File: config.mk
export PLATFORM = sky130hd
export DESIGN_NAME = dual_slope_bcd_readout_sequencer
export DESIGN_NICKNAME = d
export VERILOG_FILES = /design/src/common/dsr_pkg.sv /design/src/rtl/dual_slope_bcd_readout_sequencer.sv
export SDC_FILE = /design/constraint.sdc
export NUM_CORES = 1
export LEC_CHECK = 0
export ABC_AREA = 1
export BUFFER_PORTS_ARGS = -buffer_cell sky130_fd_sc_hd__buf_2
export CORE_MARGIN = 5
export CORE_UTILIZATION = 30
export DETAILED_ROUTE_END_ITERATION = 8
export GPL_ROUTABILITY_DRIVEN = 0
export REMOVE_ABC_BUFFERS = 1
export SETUP_SLACK_MARGIN = 0.2
export SYNTH_ARGS = -nofsm -noshare
export SYNTH_HDL_FRONTEND = slang
export SYNTH_SLANG_ARGS = --single-unit
File: constraint.sdc
create_clock -name clk -period 5.3 [get_ports clk]
set_input_delay 0.53 -clock clk [delete_from_list [all_inputs] [get_ports clk]]
set_output_delay 0.53 -clock clk [all_outputs]
set_load 0.01 [all_outputs]
File: src/common/dsr_pkg.sv
// Shared constants and carrier types for the dual-slope readout sequencer.
// Assumes a single 25 MHz system clock; the analog front end sits outside.
package dsr_pkg;

   // System clock
   localparam int CLK_HZ = 25_000_000;
   localparam int CLK_NS = 40;

   // Internal timebase rate and the conversion start rates, in hertz
   localparam int OSC_HZ = 786;
   localparam int FAST_HZ = 96;
   localparam int SLOW_HZ = 4;

   // Clock cycles per timebase tick, rounded down (above 4096: a top parameter)
   localparam int OSC_CYCLES_DFLT = CLK_HZ / OSC_HZ;

   // Timebase ticks between conversion starts
   localparam int RATE_W = 8;
   localparam logic [RATE_W-1:0] FAST_TICKS = RATE_W'(OSC_HZ / FAST_HZ);
   localparam logic [RATE_W-1:0] SLOW_TICKS = RATE_W'(OSC_HZ / SLOW_HZ);

   // Conversion: integrate and de-integrate each last about half of 5 ms
   localparam int CONV_US = 5000;
   localparam int FULL_COUNTS = 1000;
   localparam int COUNT_TICK_NS = CONV_US * 1000 / (2 * FULL_COUNTS);
   localparam int COUNT_CYCLES_DFLT = COUNT_TICK_NS / CLK_NS;
   localparam int INT_COUNTS_DFLT = FULL_COUNTS;

   // Readout codes
   localparam int DIGITS = 3;
   localparam logic [3:0] BCD_NINE = 4'h9;
   localparam logic [3:0] NEG_OVR_CODE = 4'ha;
   localparam logic [3:0] MINUS_CODE = 4'ha;
   localparam logic [3:0] POS_OVR_CODE = 4'hb;

   // Scan: gap, top, gap, middle, gap, bottom
   localparam int SCAN_W = 3;
   localparam logic [SCAN_W-1:0] SCAN_LAST = 3'h5;

   // Decoded rate/hold input
   typedef enum logic [2:0] {
      MODE_SLOW = 3'b001,
      MODE_FAST = 3'b010,
      MODE_HOLD = 3'b100
   } rate_mode_t;

   // Converter sequence states
   typedef enum logic [2:0] {
      ST_IDLE = 3'b001,
      ST_INTEG = 3'b010,
      ST_DEINT = 3'b100
   } conv_state_t;

   // Digit select strobes, active high
   typedef struct packed {
      logic top_digit_select;
      logic middle_digit_select;
      logic bottom_digit_select;
   } digit_sel_t;

   // One multiplexed readout beat
   typedef struct packed {
      logic [3:0] bcd;
      digit_sel_t sel;
   } readout_t;

endpackage

File: src/rtl/dual_slope_bcd_readout_sequencer.sv
// Digital sequencer for a dual-slope converter with a three-digit multiplexed BCD readout.
// Assumes the integrator, reference source and comparators are outside, and that the
// three-level rate pin is sliced by two outside comparators into rate_high_pin/rate_mid_pin.

// Function
// Connect input current for a fixed tick count, then switch in opposite reference.
// During de-integration count ticks until the comparator reports charge restored.
// Latch the count on restoration; it stays shown until a later conversion.
// Show the latched result one digit at a time on four BCD outputs.
// All timing comes from an internal free-running 786 Hz timebase, no clock pin; here the timebase and count tick are divided from the clk pin.
// Rate pin high starts conversions at 96 Hz; low or open gives 4 Hz.
// In hold keep converting at 4 Hz but freeze the shown result.
// After hold the display updates again, conversions stay at 4 Hz.
// One integrate plus de-integrate takes about 5 ms in either rate.
// Negative overrange shows code 1010 on all digits, positive overrange 1011.
// Negative results to -99 show a minus in the top digit, magnitude below.
// Outside latches capture BCD data on their own inverted digit select.
// At most one digit select active; BCD holds that digit while it is active.
// Rate/hold pin is decoded to fast, slow or hold; hold forces slow rate.
module dual_slope_bcd_readout_sequencer #(
   parameter int OSC_CYCLES = dsr_pkg::OSC_CYCLES_DFLT,
   parameter int COUNT_CYCLES = dsr_pkg::COUNT_CYCLES_DFLT,
   parameter int INT_COUNTS = dsr_pkg::INT_COUNTS_DFLT
) (
   input wire logic clk,                      // 25 MHz system clock
   input wire logic sys_rst,                  // Asynchronous reset, active high
   input wire logic rate_high_pin,            // Rate pin sliced high: fast rate asked
   input wire logic rate_mid_pin,             // Rate pin sliced mid-level: hold asked
   input wire logic restore_pin,              // Comparator: integrator charge restored
   input wire logic sign_pin,                 // Comparator: integrated input is negative
   output logic integ_connect,                // Input current switched onto integrator
   output logic ref_connect,                  // Reference current switched onto integrator
   output dsr_pkg::readout_t readout,         // Multiplexed BCD data and digit selects
   output logic conv_done                     // One-cycle pulse at end of each conversion
);

   localparam int OSC_W = $clog2(OSC_CYCLES + 1);
   localparam int CT_W = $clog2(COUNT_CYCLES + 1);
   localparam int INT_W = $clog2(INT_COUNTS + 1);
   localparam int SYNC_N = 4;
   localparam int RATE_W_L = dsr_pkg::RATE_W;

   // Synchroniser stages for the four outside inputs
   logic [SYNC_N-1:0] sync1_q;
   logic [SYNC_N-1:0] sync2_q;
   logic rate_high_s;
   logic rate_mid_s;
   logic restore_s;
   logic sign_s;

   // Mode and rate
   dsr_pkg::rate_mode_t mode_w;
   logic slow_lock_q;
   logic fast_w;
   logic [RATE_W_L-1:0] rate_cnt_q;
   logic [RATE_W_L-1:0] period_w;
   logic start_w;

   // Timebase and count tick
   logic [OSC_W-1:0] osc_cnt_q;
   logic osc_tick;
   logic [CT_W-1:0] ct_cnt_q;
   logic ct_tick;

   // Conversion sequence
   dsr_pkg::conv_state_t state_q;
   dsr_pkg::conv_state_t state_d;
   logic [INT_W-1:0] int_cnt_q;
   logic int_last_w;
   logic neg_q;
   logic [3:0] cnt_q [dsr_pkg::DIGITS];
   logic [dsr_pkg::DIGITS:0] carry_w;
   logic end_w;
   logic ovf_w;

   // Result formatting and display
   logic [3:0] fmt_w [dsr_pkg::DIGITS];
   logic [3:0] shown_q [dsr_pkg::DIGITS];
   logic upd_w;
   logic pos_ovr_w;
   logic neg_ovr_w;
   logic hundreds_nz_w;

   // Scan
   logic [dsr_pkg::SCAN_W-1:0] scan_q;
   logic [dsr_pkg::SCAN_W-1:0] scan_next_w;
   logic [1:0] scan_dig_w;
   logic scan_on_w;
   dsr_pkg::readout_t readout_q;
   dsr_pkg::readout_t readout_d;
   logic conv_done_q;

   // Two flops on every pin before any logic looks at it
   always_ff @(posedge clk or posedge sys_rst) begin
      if (sys_rst) begin
         sync1_q <= '0;
         sync2_q <= '0;
      end else begin
         sync1_q <= {sign_pin, restore_pin, rate_mid_pin, rate_high_pin};
         sync2_q <= sync1_q;
      end
   end

   assign rate_high_s = sync2_q[0];
   assign rate_mid_s = sync2_q[1];
   assign restore_s = sync2_q[2];
   assign sign_s = sync2_q[3];

   // Mid-level wins over high: while the pin slews through the hold band it
   // may briefly look like both, and hold is the safe reading then
   assign mode_w = rate_mid_s ? dsr_pkg::MODE_HOLD :
                   rate_high_s ? dsr_pkg::MODE_FAST : dsr_pkg::MODE_SLOW;

   // Once hold has been seen the rate stays slow until reset
   always_ff @(posedge clk or posedge sys_rst) begin
      if (sys_rst) begin
         slow_lock_q <= 1'b0;
      end else if (mode_w == dsr_pkg::MODE_HOLD) begin
         slow_lock_q <= 1'b1;
      end
   end

   assign fast_w = (mode_w == dsr_pkg::MODE_FAST) && !slow_lock_q;
   assign period_w = fast_w ? dsr_pkg::FAST_TICKS : dsr_pkg::SLOW_TICKS;

   // Free-running timebase derived from the system clock
   assign osc_tick = (osc_cnt_q == OSC_W'(OSC_CYCLES - 1));

   always_ff @(posedge clk or posedge sys_rst) begin
      if (sys_rst) begin
         osc_cnt_q <= '0;
      end else if (osc_tick) begin
         osc_cnt_q <= '0;
      end else begin
         osc_cnt_q <= osc_cnt_q + 1'b1;
      end
   end

   // Start timer counts timebase ticks; >= lets a rate change take effect at once
   assign start_w = osc_tick && (rate_cnt_q >= period_w - 1'b1);

   always_ff @(posedge clk or posedge sys_rst) begin
      if (sys_rst) begin
         rate_cnt_q <= '0;
      end else if (start_w) begin
         rate_cnt_q <= '0;
      end else if (osc_tick) begin
         rate_cnt_q <= rate_cnt_q + 1'b1;
      end
   end

   // Count tick runs only inside a conversion, so both slopes start phase-aligned
   assign ct_tick = (state_q != dsr_pkg::ST_IDLE) && (ct_cnt_q == CT_W'(COUNT_CYCLES - 1));

   always_ff @(posedge clk or posedge sys_rst) begin
      if (sys_rst) begin
         ct_cnt_q <= '0;
      end else if (state_q == dsr_pkg::ST_IDLE || ct_tick) begin
         ct_cnt_q <= '0;
      end else begin
         ct_cnt_q <= ct_cnt_q + 1'b1;
      end
   end

   // Integration length in count ticks
   assign int_last_w = ct_tick && (int_cnt_q == INT_W'(INT_COUNTS - 1));

   always_ff @(posedge clk or posedge sys_rst) begin
      if (sys_rst) begin
         int_cnt_q <= '0;
      end else if (state_q != dsr_pkg::ST_INTEG) begin
         int_cnt_q <= '0;
      end else if (ct_tick) begin
         int_cnt_q <= int_cnt_q + 1'b1;
      end
   end

   // De-integration ends on restoration, or on running past full scale
   assign end_w = (state_q == dsr_pkg::ST_DEINT) && (restore_s || carry_w[dsr_pkg::DIGITS]);
   assign ovf_w = !restore_s && carry_w[dsr_pkg::DIGITS];

   // Sequence: idle, integrate input, de-integrate against reference
   always_comb begin
      state_d = state_q;
      case (state_q)
         dsr_pkg::ST_IDLE: begin
            if (start_w) begin
               state_d = dsr_pkg::ST_INTEG;
            end
         end
         dsr_pkg::ST_INTEG: begin
            if (int_last_w) begin
               state_d = dsr_pkg::ST_DEINT;
            end
         end
         dsr_pkg::ST_DEINT: begin
            if (end_w) begin
               state_d = dsr_pkg::ST_IDLE;
            end
         end
         default: begin
            state_d = dsr_pkg::ST_IDLE;
         end
      endcase
   end

   always_ff @(posedge clk or posedge sys_rst) begin
      if (sys_rst) begin
         state_q <= dsr_pkg::ST_IDLE;
      end else begin
         state_q <= state_d;
      end
   end

   // Input polarity is taken as integration ends, before the reference swings it back
   always_ff @(posedge clk or posedge sys_rst) begin
      if (sys_rst) begin
         neg_q <= 1'b0;
      end else if (int_last_w) begin
         neg_q <= sign_s;
      end
   end

   // Decade counter for the de-integration count, one digit per loop pass
   assign carry_w[0] = ct_tick && (state_q == dsr_pkg::ST_DEINT) && !restore_s;

   for (genvar i = 0; i < dsr_pkg::DIGITS; i++) begin : g_dec
      logic at_nine_w;

      assign at_nine_w = (cnt_q[i] == dsr_pkg::BCD_NINE);
      assign carry_w[i+1] = carry_w[i] && at_nine_w;

      always_ff @(posedge clk or posedge sys_rst) begin
         if (sys_rst) begin
            cnt_q[i] <= '0;
         end else if (int_last_w) begin
            cnt_q[i] <= '0;
         end else if (carry_w[i]) begin
            cnt_q[i] <= at_nine_w ? '0 : cnt_q[i] + 1'b1;
         end
      end
   end

   // Result formatting; index 2 is the top digit
   assign hundreds_nz_w = (cnt_q[2] != '0);
   assign pos_ovr_w = ovf_w && !neg_q;
   assign neg_ovr_w = neg_q && (ovf_w || hundreds_nz_w);

   always_comb begin
      for (int k = 0; k < dsr_pkg::DIGITS; k++) begin
         fmt_w[k] = cnt_q[k];
      end
      if (pos_ovr_w) begin
         for (int k = 0; k < dsr_pkg::DIGITS; k++) begin
            fmt_w[k] = dsr_pkg::POS_OVR_CODE;
         end
      end else if (neg_ovr_w) begin
         for (int k = 0; k < dsr_pkg::DIGITS; k++) begin
            fmt_w[k] = dsr_pkg::NEG_OVR_CODE;
         end
      end else if (neg_q) begin
         fmt_w[2] = dsr_pkg::MINUS_CODE;
      end
   end

   // Shown result is latched at the end of each conversion, except in hold
   assign upd_w = end_w && (mode_w != dsr_pkg::MODE_HOLD);

   always_ff @(posedge clk or posedge sys_rst) begin
      if (sys_rst) begin
         for (int k = 0; k < dsr_pkg::DIGITS; k++) begin
            shown_q[k] <= '0;
         end
      end else if (upd_w) begin
         for (int k = 0; k < dsr_pkg::DIGITS; k++) begin
            shown_q[k] <= fmt_w[k];
         end
      end
   end

   // Scan phases: even = gap with data set up, odd = one digit selected.
   // The gap costs display duty but keeps selects apart and data settled.
   assign scan_next_w = (scan_q == dsr_pkg::SCAN_LAST) ? '0 : scan_q + 1'b1;
   assign scan_dig_w = scan_next_w[2:1];
   assign scan_on_w = scan_next_w[0];

   always_comb begin
      readout_d = '0;
      case (scan_dig_w)
         2'h0: begin
            readout_d.bcd = shown_q[2];
            readout_d.sel.top_digit_select = scan_on_w;
         end
         2'h1: begin
            readout_d.bcd = shown_q[1];
            readout_d.sel.middle_digit_select = scan_on_w;
         end
         default: begin
            readout_d.bcd = shown_q[0];
            readout_d.sel.bottom_digit_select = scan_on_w;
         end
      endcase
   end

   // Readout changes only on timebase ticks, so data stays put under a select
   always_ff @(posedge clk or posedge sys_rst) begin
      if (sys_rst) begin
         scan_q <= '0;
         readout_q <= '0;
      end else if (osc_tick) begin
         scan_q <= scan_next_w;
         readout_q <= readout_d;
      end
   end

   // Conversion end marker
   always_ff @(posedge clk or posedge sys_rst) begin
      if (sys_rst) begin
         conv_done_q <= 1'b0;
      end else begin
         conv_done_q <= end_w;
      end
   end

   // Integrator switches follow the sequence state directly
   assign integ_connect = (state_q == dsr_pkg::ST_INTEG);
   assign ref_connect = (state_q == dsr_pkg::ST_DEINT);
   assign readout = readout_q;
   assign conv_done = conv_done_q;

endmodule

==> flow_summary.toml, run 1 <==
[setup_path]
slowest_stage = "dfrtp_1"
r2r_slack_ns = 3.03
slowest_delay_ns = 0.36
critical_path_peak_fanout = 15
criticalPathCategory = "register to register"
r2r_cells = 13
end_kind = "register"
crit_required_ns = 5.52
arrival_ns = 2.49
cp_cell_sequence = "inv_1 -> nand3_1 -> inv_1 -> ha_1 -> a21oi_1 -> o21a_1 -> nand2_1 -> nand2_1 -> nand2_1 -> nand2_1 -> inv_1 -> nand3_1 -> nand2_1"
reg2reg_to = "state_q[1]$_DFFE_PP0P_"
start_kind = "register"
crit_path_frequent_cell = "nand2_1"
r2r-start = "sync2_q[1]$_DFF_PP0_"

[clock_tree]
cts_hold_buf = 0
cts_tree = "built"
cts.sinks = 87
insertion_delay_ns = 0.34
ctsResizeCount = 0
path_clk_slew_ns = 0.06
cts_root_buf = "clkbuf_16"
cts_buffer_depth = 2
cts_setup_buffers = 0
numCtsBuffers = 9
cts_max_level = 3

[die]
core_area_um2 = 14420
num_rows = 44
die-width_um = 130.6
die_area_um2 = 17060
initial_core_util = 0.3027
fp.dieH_um = 130.6
ios = 16

[global_route]
grt_pass1_vias = 3459
overflow = 0
grt_max_degree = 51
grt_pass1_wl_mm = 15.66
antenna_found_initial = 0
grt_usage = 0.1128

[timing]
hold_viol = 0
fin_skew_ns = 0.007846
setup_viol = 0
rsz0062_at_grt = "false"
period_needed_ns = 2.273
setup_tns_ns = 0
fmax_mhz = 440.0
period_share = 0.4288
drv_slew = 0
tightest_slew_ns = 0.8845
max_slew_margin = 0.4103
worst_slack_ns = 3.027

[drt]
wirelength_mm = 9.014
wire_per_inst_um = 12.30
drtIter0Drc = 253
vias = 3503
vias_per_cell = 4.779
drtPass1Iterations = 5
final_antenna_net_count = 0
remaining_drc_errors = 0

[yosys]
synth_area_um2 = 4365
ys_types = 42
synth_top_area_cell = "dfrtp_1"
synth_edf_count = 0
postSynthCellCount = 523
ys_warn_count = 0
yosys_register_bits = 87
yosysTopAreaCellShare = 0.4930
async_reset_ff_frac = 1.000
synth.area.top_cells = "dfrtp_1 49%, nand2_1 10%, inv_1 5.2%, nor2_1 4.4%, nand3_1 4.1%"
syn_area_per_cell_um2 = 8.347
yosysSeqAreaShare = 0.4990
synth_ff_type = "dfrtp_1"

[power]
powerDensity_nw_per_um2 = 271.6
clockPowerShare = 0.490
combPwrFrac = 0.014
p_int_uw = 1084
pwr-share-seq = 0.496
p_sw_uw = 263.6
leakagePower_uw = 0.002449
netSwitchingFraction = 0.1957
ir_drop_v = 0.0001549

[finish]
drive_above_1_share = 0.1020
final_nets = 559
fillers = 1511
fin_area_um2 = 4960
n_antenna_cell = 0
area_growth_syn_to_layout_pct = 13.61

[hold_path]
whs_path_depth = 1
min_from = "rate_mid_pin"
hold_path_end = "sync1_q[1]$_DFF_PP0_"
hp-class = "input port to register"

[run]
cap_violations = 0

[placement]
io_buffers = 15
placed_area_um2 = 4652
place_ws_ns = 3.048
dp_hpwl_mm = 6.510

[run_status]
outcome = "completed"
-- cell families after synthesis --
family | after synthesis | synth area share
and+or+nand+nor | 271 | 0.2987
buffers and inverters | 73 | 0.06563
adders and majority gates | 9 | 0.02580
DFF | 87 | 0.4990
AOI/OAI and AO/OA | 73 | 0.09086
xor gates and xnor gates | 10 | 0.02006
-- cell usage in the layout (no fill, tap or decap), types with 3 or more instances in the layout --
cell	Yosys	routed
nand3b_1	3	3
clkbuf_1	5	4
nor2_2	3	3
inv_2	4	4
nand3_1	36	36
nand2_1	119	119
buf_4	1	3
ha_1	9	9
a31oi_1	6	6
nor3_1	17	17
and3_1	5	5
nor2_1	51	51
o21ai_0	22	22
nor4_1	3	3
o21ai_1	10	10
xor2_1	9	9
buf_2	1	15
nand4_1	18	18
inv_1	61	60
a21oi_1	26	26
clkbuf_16	0	9
dfrtp_1	86	86
-- worst max-delay path: cells and delay by family, from the launching register on --
family / cells / cell delay, ns
buffers and inverters: 3 / 0.53
adder cells (fa/ha/maj): 1 / 0.24
AO/OA/AOI/OAI: 2 / 0.32
flip-flops: 1 / 0.36
AND/OR/NAND/NOR: 7 / 0.70
-- registers in the layout (all words and copies together), names as in the netlist, 4 cells and up --
| signal | flops |
|---|---|
| cnt_q | 12 |
| ct_cnt_q | 6 |
| int_cnt_q | 10 |
| osc_cnt_q | 15 |
| rate_cnt_q | 8 |
| readout | 7 |
| shown_q | 12 |
| sync1_q | 4 |
| sync2_q | 4 |
-- synth_stat cells (2+ instances only) --
cell	n
nand2_1	119
nor3_2	2
clkbuf_1	5
nand4_4	2
o21ai_0	22
a31oi_1	6
a21oi_1	26
inv_1	61
nand4_1	18
nor2_2	3
nor2_1	51
o21ai_1	10
dfrtp_1	86
o31ai_1	2
o22ai_1	2
xor2_1	9
nand2_2	2
nand3_1	36
ha_1	9
nand3_2	2
nor3_1	17
and3_1	5
nand2_4	2
inv_2	4
nor4_1	3
nand3b_1	3
-- power groups by stage --
stage / Sequential [uW] / Combinational, uW / Clock [uW]
final: 668 / 19.4 / 660
after global placement: 680 / 20.4 / 0
after CTS: 668 / 21.1 / 683
after floorplan: 680 / 13.1 / 0
after global routing: 668 / 23.9 / 713
after detailed placement: 680 / 21.1 / 0
-- how the worst max path moves through the flow --
| stage | endpoint | slack (ns) | from |
|---|---|---|---|
| after floorplan | cnt_q[0]$_DFFE_PP0P_ | 2.52 | sys_rst |
| after CTS | state_q[1]$_DFFE_PP0P_ | 3.03 | sync2_q[1]$_DFF_PP0_ |
| final | state_q[1]$_DFFE_PP0P_ | 3.03 | sync2_q[1]$_DFF_PP0_ |
| after global placement | state_q[1]$_DFFE_PP0P_ | 3.17 | sync2_q[1]$_DFF_PP0_ |
| after global routing | state_q[1]$_DFFE_PP0P_ | 2.79 | sync2_q[1]$_DFF_PP0_ |
| after detailed placement | state_q[1]$_DFFE_PP0P_ | 3.05 | sync2_q[1]$_DFF_PP0_ |
-- layer usage --
layer / vias to the layer above / wire, um / share of wire / track usage
met1: 1659 / 4137 / 0.46 / 0.1403
met3: 14 / 314 / 0.035 / 0.02886
met5: - / 0 / 0 / 0
met2: 60 / 4412 / 0.49 / 0.1915
li1: 1770 / - / - / -
met4: 0 / 148 / 0.016 / 0.03690
-- layout make-up --
type / count / area, um2 / area share
Timing Repair Buffer: 18 / 97.59 / 0.01968
Multi-Input combinational cell: 363 / 1901 / 0.3832
Clock inverter: 3 / 67.56 / 0.01362
Inverter: 65 / 245.2 / 0.04944
Sequential cell: 87 / 2178 / 0.4392
Clock buffer: 13 / 240.2 / 0.04844
Tap cell: 184 / 230.2 / 0.04642
-- per-stage QoR --
step | util | total power [uW] | hold slack (ns) | std cells
floorplan | - | 693.3 | 0.3312 | 515
global placement | 0.3225 | 700.9 | 0.3354 | 717
detailed placement | 0.3225 | 701.5 | 0.3347 | 717
CTS | 0.3439 | 1372 | 0.2777 | 733
global route | 0.3439 | 1405 | 0.2793 | 733
finish | 0.3439 | 1347 | 0.2952 | 733
Note: power is estimated with default switching activity, not from simulation.
==> inputs of run 2 (changes only) <==
==> constraint.sdc (replaced) <==
create_clock -name clk -period 2.3 [get_ports clk]
set_input_delay 0.23 -clock clk [delete_from_list [all_inputs] [get_ports clk]]
set_output_delay 0.23 -clock clk [all_outputs]
set_load 0.01 [all_outputs]
==> flow_summary.toml, run 2 (synthesized netlist as in run 1, its figures left out) <==
[setup_path]
arrival_ns = 2.07
start_kind = "register"
slowest_delay_ns = 0.40
criticalPathCategory = "register to register"
critical_path_peak_fanout = 5
crit_required_ns = 2.53
crit_path_frequent_cell = "nand3_2"
cp_cell_sequence = "inv_1 -> ha_1 -> nand3_2 -> nor2_4 -> nand2_4 -> inv_2 -> nand3_2 -> nor2_2 -> nand2_1 -> o21ai_1 -> nor2_1"
end_kind = "register"
slowest_stage = "dfrtp_1"

[drt]
remaining_drc_errors = 0
wirelength_mm = 8.876
drtPass1Iterations = 4
drtIter0Drc = 265
final_antenna_net_count = 0
wire_per_inst_um = 11.99
vias_per_cell = 4.724
vias = 3496

[clock_tree]
cts.sinks = 87
cts_max_level = 3
path_clk_slew_ns = 0.07
cts_root_buf = "clkbuf_16"
cts_buffer_depth = 2
insertion_delay_ns = 0.34
cts_tree = "built"
numCtsBuffers = 9

[global_route]
grt_pass1_vias = 3485
antenna_found_initial = 0
grt_pass1_wl_mm = 15.97
grt_max_degree = 88
overflow = 0
grt_usage = 0.1135

[run]
cap_violations = 0

[timing]
tightest_slew_ns = 0.4670
setup_viol = 0
fin_skew_ns = 0.009762
fmax_mhz = 544.3
period_needed_ns = 1.837
hold_viol = 19
period_share = 0.7987
drv_slew = 0
max_slew_margin = 0.6887
fin_hold_ws_ns = -0.03823
rsz0062_at_grt = "false"

[finish]
final_cells = 740
mostFrequentLayoutCell = "nand2_1"
fin_area_um2 = 5020
largest_reg_flops = 15
drive_above_1_share = 0.1169
largest-register = "osc_cnt_q"
final_nets = 566
layout_common_cells = "117 x nand2_1, 86 x dfrtp_1, 60 x inv_1, 51 x nor2_1, 36 x nand3_1"
area_growth_syn_to_layout_pct = 14.99
largestRegisters = "osc_cnt_q: 15 flops, cnt_q: 12 flops, shown_q: 12 flops"
n_antenna_cell = 0

[die]
die_area_um2 = 17060
core_area_um2 = 14420
die-width_um = 130.6
fp.dieH_um = 130.6
initial_core_util = 0.3027
num_rows = 44
ios = 16

[hold_path]
hp-class = "input port to async pin"

[placement]
place_inst = 720
placed_area_um2 = 4687
dp_hpwl_mm = 6.413
io_buffers = 15

[run_status]
outcome = "complete, but fails checks"
violations = "hold timing"

[power]
powerDensity_nw_per_um2 = 599.3
leakagePower_uw = 0.002481
ir_drop_v = 0.0003471
## run 2: layout make-up
type	instances	area, um2
Multi-Input combinational cell	363	1906
Clock inverter	7	62.56
Inverter	65	245.2
Tap cell	184	230.2
Timing Repair Buffer	25	172.7
Clock buffer	9	225.2
Sequential cell	87	2178
Fill cell	1508	9404
## run 2: per-stage QoR
| stage | hold WS [ns] | setup TNS (ns) | worst slack (ns) | power [uW] | utilization |
|---|---|---|---|---|---|
| finish | -0.03823 | 0 | 0.4629 | 3008 | 0.3480 |
| global route | 0.01858 | 0 | 0.1955 | 3112 | 0.3480 |
| CTS | 0.004649 | 0 | 0.4185 | 3058 | 0.3477 |
| detailed placement | 0.3347 | 0 | 0.4436 | 1621 | 0.3249 |
| global placement | 0.3381 | 0 | 0.4653 | 1619 | 0.3249 |
| floorplan | 0.2614 | -15.36 | -0.1785 | 1598 | - |
## run 2: critical path: cells and delay by family (launching register included)
family | cells | cell delay [ns]
and+or+nand+nor | 7 | 0.85
DFF | 1 | 0.40
buffers and inverters | 2 | 0.19
adders and majority gates | 1 | 0.15
AOI/OAI and AO/OA | 1 | 0.13
## run 2: power breakdown
group          leakage [uW]  switching [uW]  internal (uW)
logic               0.00117            39.6           13.8
clock network      0.000139             661            755
registers           0.00117            2.40           1540
## run 2: worst paths after layout
kind	startpoint	end	slack [ns]	depth (start not counted)
worst max-delay path	ct_cnt_q[1]$_DFF_PP0_	int_cnt_q[6]$_DFFE_PP0P_	0.46	11
worst min-delay path	sys_rst	osc_cnt_q[14]$_DFF_PP0_	-0.04	3
worst max register to register	ct_cnt_q[1]$_DFF_PP0_	int_cnt_q[6]$_DFFE_PP0P_	0.46	11
worst min register to register	sync1_q[0]$_DFF_PP0_	sync2_q[0]$_DFF_PP0_	0.35	0
max in group asynchronous	sys_rst	state_q[0]$_DFFE_PP1P_	1.95	3
min in group clk	sync1_q[0]$_DFF_PP0_	sync2_q[0]$_DFF_PP0_	0.35	0
## run 2: per-layer routing
layer  part of all wire  GRT usage  vias up
li1                   -          -     1778
met1               0.48     0.1458     1664
met2               0.49     0.1912       46
met3              0.029    0.02805        8
met4             0.0084    0.03025        0
met5                  0          0        -
## run 2: what timing repair did
item	in CTS	in global routing
endpoints found under the setup margin	0	2
setup buffers	0	0
gates resized for setup	0	2
endpoints found under the hold margin	4	0
hold buffers	4	0
